<file path="src/verilog/power_mode_pkg.sv">
// Shared constants and types for the power-mode controller
package power_mode_pkg;
	// Power control register field positions
	localparam int IDLE_BIT = 0;
	localparam int STOP_BIT = 1;
	localparam int GP_LSB   = 2;
	localparam int GP_MSB   = 7;
	// Oscillator control register suspend bit position
	localparam int SUSPEND_BIT = 5;
	// Reset values
	localparam logic [7:0] POWER_CONTROL_RESET = 8'h00;
	localparam logic [7:0] OSC_CONTROL_RESET   = 8'h00;
	// Restart address after any reset
	localparam logic [15:0] RESET_VECTOR = 16'h0000;
	// Missing-clock timeout in microseconds and its cycle count
	localparam int CLK_MHZ             = 50;
	localparam int CLK_WATCH_US        = 100;
	localparam int CLK_WATCH_CYCLES    = CLK_WATCH_US * CLK_MHZ;
	localparam int CLK_WATCH_CNT_W     = 13;
	// Reset pulse length issued by this block, in cycles
	localparam int INT_RESET_CYCLES    = 4;
	localparam int RST_CNT_W           = 3;
	// Power modes
	typedef enum logic [1:0] {
		MODE_RUN,
		MODE_IDLE,
		MODE_STOP,
		MODE_SUSPEND
	} power_mode_t;
endpackage : power_mode_pkg

</file>
<file path="src/verilog/wake_sync.sv">
// Two-stage synchroniser for wake pins from outside the clock domain
`timescale 1ns/1ps
module wake_sync (
	// Clock and reset
	input  wire logic       sys_clk_in,
	input  wire logic       reset_n_in,
	// Asynchronous wake inputs
	input  wire logic [1:0] async_in,
	// Synchronised outputs
	output logic      [1:0] sync_out
);
	logic [1:0] stage1_reg;

	// First stage feeds only the second stage
	always_ff @(posedge sys_clk_in) begin
		if (!reset_n_in) begin
			stage1_reg <= 2'h0;
			sync_out   <= 2'h0;
		end else begin
			stage1_reg <= async_in;
			sync_out   <= stage1_reg;
		end
	end
endmodule : wake_sync

</file>
<file path="src/verilog/power_mode_controller.sv">
// Power-mode controller: idle, stop and suspend entry and exit
`timescale 1ns/1ps
module power_mode_controller (
	// Clock and reset
	input  wire logic        sys_clk_in,
	input  wire logic        reset_n_in,
	// External reset pin, asynchronous
	input  wire logic        ext_reset_n_in,
	// Power control register write port from the CPU
	input  wire logic        power_wr_in,
	input  wire logic [7:0]  power_wdata_in,
	output logic      [7:0]  power_control_rdata_out,
	// Oscillator control register suspend bit write port
	input  wire logic        osc_wr_in,
	input  wire logic [7:0]  osc_wdata_in,
	output logic      [7:0]  osc_control_rdata_out,
	// CPU instruction boundary and interrupt status
	input  wire logic        instr_done_in,
	input  wire logic        irq_pending_in,
	// Watchdog and missing-clock detector controls
	input  wire logic        watchdog_expired_in,
	input  wire logic        clk_watch_en_in,
	// Wake pins, asynchronous
	input  wire logic        port_match_in,
	input  wire logic        comparator_low_in,
	// Clock and reset controls
	output logic             cpu_clk_en_out,
	output logic             periph_clk_en_out,
	output logic             int_osc_en_out,
	output logic             irq_timer_en_out,
	output logic             sys_reset_n_out,
	output logic      [15:0] reset_vector_out,
	output logic      [1:0]  power_mode_out,
	output logic             wake_irq_out
);
	power_mode_pkg::power_mode_t mode_reg;
	power_mode_pkg::power_mode_t mode_next;

	logic [7:0] gp_flags_reg;
	logic       idle_req_reg;
	logic       stop_req_reg;
	logic       suspend_req_reg;
	logic [7:0] osc_reg;
	logic [1:0] wake_sync;
	logic       ext_rst_s1_reg;
	logic       ext_rst_s2_reg;
	logic [power_mode_pkg::CLK_WATCH_CNT_W-1:0] clk_watch_cnt_reg;
	logic       clk_watch_fire;
	logic [power_mode_pkg::RST_CNT_W-1:0] rst_cnt_reg;
	logic       reset_cause;
	logic       wake_irq_reg;

	// Wake pins cross into the system clock domain
	wake_sync u_wake_sync (
		.sys_clk_in (sys_clk_in),
		.reset_n_in (reset_n_in),
		.async_in   ({comparator_low_in, port_match_in}),
		.sync_out   (wake_sync)
	);

	// External reset pin synchroniser
	always_ff @(posedge sys_clk_in) begin
		if (!reset_n_in) begin
			ext_rst_s1_reg <= 1'b1;
			ext_rst_s2_reg <= 1'b1;
		end else begin
			ext_rst_s1_reg <= ext_reset_n_in;
			ext_rst_s2_reg <= ext_rst_s1_reg;
		end
	end

	// Missing-clock detector counts only in stop mode while clk_watch_en_in is set
	always_ff @(posedge sys_clk_in) begin
		if (!reset_n_in || mode_reg != power_mode_pkg::MODE_STOP ||
		    !clk_watch_en_in) begin
			clk_watch_cnt_reg <= '0;
		end else if (!clk_watch_fire) begin
			clk_watch_cnt_reg <= clk_watch_cnt_reg + 1'b1;
		end
	end
	assign clk_watch_fire = (clk_watch_cnt_reg ==
		power_mode_pkg::CLK_WATCH_CNT_W'(
			power_mode_pkg::CLK_WATCH_CYCLES - 1));

	// Watchdog has effect only outside stop, where its timer is frozen
	assign reset_cause = !ext_rst_s2_reg || clk_watch_fire ||
		(watchdog_expired_in &&
		 mode_reg != power_mode_pkg::MODE_STOP);

	// Internal reset pulse; stretched so the core sees it reliably
	always_ff @(posedge sys_clk_in) begin
		if (!reset_n_in) begin
			rst_cnt_reg <= '0;
		end else if (reset_cause) begin
			rst_cnt_reg <= power_mode_pkg::RST_CNT_W'(
				power_mode_pkg::INT_RESET_CYCLES);
		end else if (rst_cnt_reg != '0) begin
			rst_cnt_reg <= rst_cnt_reg - 1'b1;
		end
	end

	// Power control register: select bits are requests, not storage
	always_ff @(posedge sys_clk_in) begin
		if (!reset_n_in || rst_cnt_reg != '0) begin
			gp_flags_reg <= power_mode_pkg::POWER_CONTROL_RESET;
			idle_req_reg <= 1'b0;
			stop_req_reg <= 1'b0;
		end else begin
			if (power_wr_in) begin
				gp_flags_reg[power_mode_pkg::GP_MSB:power_mode_pkg::GP_LSB]
					<= power_wdata_in[power_mode_pkg::GP_MSB:
					                 power_mode_pkg::GP_LSB];
			end
			// Request waits for the writing instruction to finish
			if (power_wr_in && power_wdata_in[power_mode_pkg::IDLE_BIT]) begin
				idle_req_reg <= 1'b1;
			end else if (mode_reg == power_mode_pkg::MODE_IDLE &&
			             irq_pending_in) begin
				idle_req_reg <= 1'b0;
			end else if (instr_done_in) begin
				idle_req_reg <= 1'b0;
			end
			if (power_wr_in && power_wdata_in[power_mode_pkg::STOP_BIT]) begin
				stop_req_reg <= 1'b1;
			end else if (instr_done_in) begin
				stop_req_reg <= 1'b0;
			end
		end
	end

	// Oscillator control register; suspend bit is never stored and always reads as zero
	always_ff @(posedge sys_clk_in) begin
		if (!reset_n_in || rst_cnt_reg != '0) begin
			osc_reg         <= power_mode_pkg::OSC_CONTROL_RESET;
			suspend_req_reg <= 1'b0;
		end else begin
			if (osc_wr_in) begin
				osc_reg <= osc_wdata_in;
				osc_reg[power_mode_pkg::SUSPEND_BIT] <= 1'b0;
			end
			if (osc_wr_in && osc_wdata_in[power_mode_pkg::SUSPEND_BIT]) begin
				suspend_req_reg <= 1'b1;
			end else if (instr_done_in) begin
				suspend_req_reg <= 1'b0;
			end
		end
	end

	// Mode selection
	always_comb begin
		mode_next = mode_reg;
		case (mode_reg)
			power_mode_pkg::MODE_RUN: begin
				if (instr_done_in && stop_req_reg) begin
					mode_next = power_mode_pkg::MODE_STOP;
				end else if (instr_done_in && suspend_req_reg) begin
					mode_next = power_mode_pkg::MODE_SUSPEND;
				end else if (instr_done_in && idle_req_reg) begin
					mode_next = power_mode_pkg::MODE_IDLE;
				end
			end
			power_mode_pkg::MODE_IDLE: begin
				if (irq_pending_in) begin
					mode_next = power_mode_pkg::MODE_RUN;
				end
			end
			power_mode_pkg::MODE_STOP: begin
				mode_next = power_mode_pkg::MODE_STOP;
			end
			power_mode_pkg::MODE_SUSPEND: begin
				if (|wake_sync) begin
					mode_next = power_mode_pkg::MODE_RUN;
				end
			end
			default: mode_next = power_mode_pkg::MODE_RUN;
		endcase
	end

	// Any reset returns the core to run
	always_ff @(posedge sys_clk_in) begin
		if (!reset_n_in || rst_cnt_reg != '0) begin
			mode_reg <= power_mode_pkg::MODE_RUN;
		end else begin
			mode_reg <= mode_next;
		end
	end

	// Wake interrupt when suspend ends on a wake pin
	always_ff @(posedge sys_clk_in) begin
		if (!reset_n_in) begin
			wake_irq_reg <= 1'b0;
		end else begin
			wake_irq_reg <= (mode_reg == power_mode_pkg::MODE_SUSPEND) &&
				(|wake_sync);
		end
	end

	// Clock gating: idle stops only the CPU clock, PC is left untouched
	assign cpu_clk_en_out    = (mode_reg == power_mode_pkg::MODE_RUN);
	assign periph_clk_en_out = (mode_reg == power_mode_pkg::MODE_RUN) ||
		(mode_reg == power_mode_pkg::MODE_IDLE);
	assign int_osc_en_out    = (mode_reg == power_mode_pkg::MODE_RUN) ||
		(mode_reg == power_mode_pkg::MODE_IDLE);
	assign irq_timer_en_out  = (mode_reg != power_mode_pkg::MODE_STOP);

	assign sys_reset_n_out   = (rst_cnt_reg == '0);
	assign reset_vector_out  = power_mode_pkg::RESET_VECTOR;
	assign power_mode_out    = mode_reg;
	assign wake_irq_out      = wake_irq_reg;

	// Select bits always read back as zero
	always_comb begin
		power_control_rdata_out = gp_flags_reg;
		power_control_rdata_out[power_mode_pkg::IDLE_BIT] = 1'b0;
		power_control_rdata_out[power_mode_pkg::STOP_BIT] = 1'b0;
		osc_control_rdata_out = osc_reg;
	end
endmodule : power_mode_controller

</file>
<file path="config.mk">
export PLATFORM = sky130hd
export DESIGN_NAME = power_mode_controller
export DESIGN_NICKNAME = d
export VERILOG_FILES = /design/src/verilog/power_mode_pkg.sv /design/src/verilog/wake_sync.sv /design/src/verilog/power_mode_controller.sv
export SDC_FILE = /design/constraint.sdc
export NUM_CORES = 1
export LEC_CHECK = 0
export BUFFER_PORTS_ARGS = -buffer_cell sky130_fd_sc_hd__buf_2
export CORE_MARGIN = 8
export CORE_UTILIZATION = 28
export CTS_CLUSTER_SIZE = 10
export DETAILED_ROUTE_END_ITERATION = 8
export PLACE_DENSITY = 0.56
export REMOVE_ABC_BUFFERS = 1
export SLEW_MARGIN = 20
export SYNTH_ARGS = -nofsm -noshare
export SYNTH_HDL_FRONTEND = slang
export SYNTH_HIERARCHICAL = 1
export SYNTH_SLANG_ARGS = --single-unit
</file>
<file path="constraint.sdc">
create_clock -name sys_clk_in -period 1.8 [get_ports sys_clk_in]
set_input_delay 0.36 -clock sys_clk_in [delete_from_list [all_inputs] [get_ports sys_clk_in]]
set_output_delay 0.36 -clock sys_clk_in [all_outputs]
set_load 0.01 [all_outputs]
</file>
==> out/results.txt <==
The flow ran to the end, and the final reports show no timing, DRC or antenna violations. For the power consumption, the log shows 1.78 mW. Entering global routing, the biggest net connects 19 pins. In the final routed layout, each cell accounts on average for 11.5 µm. The number of hold buffers added after CTS was 0. The multi-input combinational cells in the finished layout cover a total of 830 µm². IR analysis of the VDD net gives a maximum drop of 0.422 mV. STA puts the critical path data required time at 1.44 ns. In this run the critical register-to-register path is launched from clk_watch_cnt_reg[0].

The count of antenna diodes in the layout is 0. Summed over all layers, the global routing overflow is 0. Number of filler instances in the final layout: 667. The worst setup path is of the flop to primary output kind. For the netlist area before placement, the log shows 1790 µm². The number of iterations in the first detailed-routing pass is 4, and the number of distinct library cells after synthesis is 33. The worst-case reg-to-reg path depth was 5; the final critical-path setup slack was 0.114 ns. The number of buffers added on ports was 47. For the final database, setup skew stands at 0.00699 ns. Tracing the worst setup path back leads to its startpoint at rst_cnt_reg[0]. The ratio of final minimum period to clock period is 93.6%, and the placed wire-length estimate after detailed placement is 2830 µm.

At the worst endpoint, the arrival time is 1.33 ns. The final weighted congestion in routability-driven placement is 0.764, and the number of cells produced by synthesis is 191. Across all register-to-register paths, the minimum setup slack is 0.32 ns. Synthesized area per cell: 9.37 µm². The worst hold path belongs to the class input port to flop.

The placeable core region was 6280 µm²; the die width was 95.9 µm. 67 I/O pins were placed. Power spread over the standard cell area amounts to 839 nW/µm².

For this run, design rule violations remaining after detail routing come to 0. The tool flagged a number of max-cap violations equal to 0. At the end of the flow, the number of nets in the layout was 271.

Sorting the synthesized cells by how often they occur yields dfxtp_1, nor2_1, buf_4, mux2i_1, inv_1. The total number of vias was 1357. The run gives 0.338 ns as the worst slack at placement. The tools report the capturing element of the worst setup path as sys_reset_n_out. TritonCTS built the clock tree. The area taken by flip-flops and latches came out at 821 µm².

For the warning count from the yosys run, the log shows 6. The post-route netlist has 25.7% of its cells at a drive strength greater than 1. Top cell type by total area after synthesis: dfxtp_1.

The die covers 9200 µm². The worst setup path is launched from a flop. Post-CTS timing repair inserted 0 buffers for setup. The most common cell in the synthesized netlist is dfxtp_1.

In the post-synthesis netlist, the biggest area contributors are dfxtp_1, buf_4, mux2i_1. The vertical die dimension came out at 95.9 µm. The post-route antenna net violation count was 0. The later pin in the worst-skew pair is clocked with a latency of 0.29 ns. Once the clock tree was built, the resizer swapped 0 gates to a different size. The routed design could run at a clock period as short as 1.69 ns. The placement-stage cell area was 2030 µm². The tools report the final total negative setup slack as 0 ns. The most instantiated flip-flop cell in the synthesis netlist is dfxtp_1. Buffers inserted during clock tree synthesis total 5. The tools report the design area as 2120 µm². The wire length of the first global-routing pass was 5820 µm; the number of buffers on the longest clock path was 2. The number of hold violations in the final report is 0, and the global-route usage over all layers is 7.98%. The number of global-route vias before repair was 1296. The number of placement rows is 29. For the aggregate routed wire length, the log shows 3650 µm. The terminus of the critical flop-to-flop path is clk_watch_cnt_reg[3].

Setup violations remaining at the end of the flow were counted as 0. Yosys mapped a number of flops with a built-in enable equal to 0. Number of pins exceeding their max-slew limit in the final report: 0. The register with the most flip-flops in the layout has 13 of them.

STA classifies the critical path endpoint as a primary output. The share of the synthesized area in the top cell type was 45.9%. For this run, asynchronously set or reset flops after synthesis account for 0%. The count of H-tree levels built during CTS is 2. The effective utilization at floorplan is 28.5%, and the clock sink total is 41. Using the TritonRoute via totals, the vias-per-cell ratio works out to 4.27.

After synthesis, flip-flops and latches occupy 45.9% of the total area. The analysis attributes to cell leakage a power of 0.938 nW. Static timing analysis puts the maximum clock frequency at 593 MHz.

In this run the worst path has a maximum fanout of 6. The clock-pin slew of the registers on the worst-case setup and hold paths was 0.08 ns. The starting DRC count in detailed routing came out at 51.

Setup repair after global routing left no endpoint under its margin. The area growth from synthesis to layout is 18.6%. The initial antenna violation count came out at 0. Counting flops and latches in the post-synthesis netlist gives 41.

Clock tree root buffer cell: clkbuf_8.
==> final cells by class <==
| class | count | share of cell area [%] |
|---|---|---|
| tap | 77 | 4.54 |
| sequential | 41 | 38.7 |
| clock buffer | 6 | 3.42 |
| multi-input combinational | 133 | 39.1 |
| timing repair buffer | 49 | 11.8 |
| clock inverter | 2 | 0.708 |
| inverter | 10 | 1.77 |
==> through the flow <==
step	std cells	util (%)	hold WS (ns)
after floorplan	184	-	0.386
after global placement	310	32.4	0.390
after detailed placement	310	32.4	0.397
after CTS	318	33.8	0.238
after global routing	318	33.8	0.243
final	318	33.8	0.246
==> cells by family after synthesis <==
group | Yosys count | synth area share, %
DFF | 41 | 45.9
adders and majority gates | 4 | 2.80
and+or+nand+nor | 68 | 20.0
other | 1 | 0.210
xor gates and xnor gates | 9 | 4.41
buffers and inverters | 35 | 11.5
AOI/OAI and AO/OA | 18 | 6.78
muxes | 15 | 8.39
==> power by group <==
group          switching (mW)  internal (mW)
sequential             0.0209          0.943
combinational           0.125         0.0918
clock                   0.325          0.273
total                   0.471           1.31
==> how the worst min path moves through the flow <==
stage | cells past startpoint | endpoint | start
floorplan | 1 | ext_rst_s2_reg | ext_rst_s1_reg
global placement | 1 | ext_rst_s2_reg | ext_rst_s1_reg
detailed placement | 1 | ext_rst_s2_reg | ext_rst_s1_reg
CTS | 2 | ext_rst_s1_reg | ext_reset_n_in
global route | 2 | ext_rst_s1_reg | ext_reset_n_in
finish | 2 | ext_rst_s1_reg | ext_reset_n_in
==> cell usage in the layout (no fill, tap or decap) <==
cell         n
nor3b_2      1
nor4_2       1
mux2i_1     15
nand4_2      2
nand4b_1     1
and3_1       1
a41oi_1      1
nand2_1      7
nand4_1      3
a21bo_1      1
xnor2_1      6
o2111a_1     1
clkinvlp_4   2
a32oi_1      1
dfxtp_1     41
ha_1         4
nand2b_1     4
or3b_1       1
inv_1       10
buf_2       47
and2_1       5
a22oi_1      2
buf_4        2
nor3_1       5
o21ai_0      4
xor2_1       3
a21oi_2      1
a21oi_1      6
nand3_1      2
nor2_1      32
o2111ai_1    1
conb_1      19
nor4b_2      1
clkbuf_8     5
clkbuf_1     1
or3_1        2
==> critical path, stage by stage (launching register included) <==
cell and delay, ns:
dfxtp_1 0.35, inv_1 0.05, ha_1 0.20, ha_1 0.27, buf_2 0.17
==> routing by layer <==
metal | GRT usage [%] | routed length, µm | up-vias
met4 | 3.07 | 46 | 0
met5 | 0 | 0 | -
met1 | 8.43 | 1530 | 603
li1 | - | - | 691
met2 | 12.5 | 1570 | 58
met3 | 5.23 | 502 | 5
No activity file was read; power rests on OpenSTA's default activity.
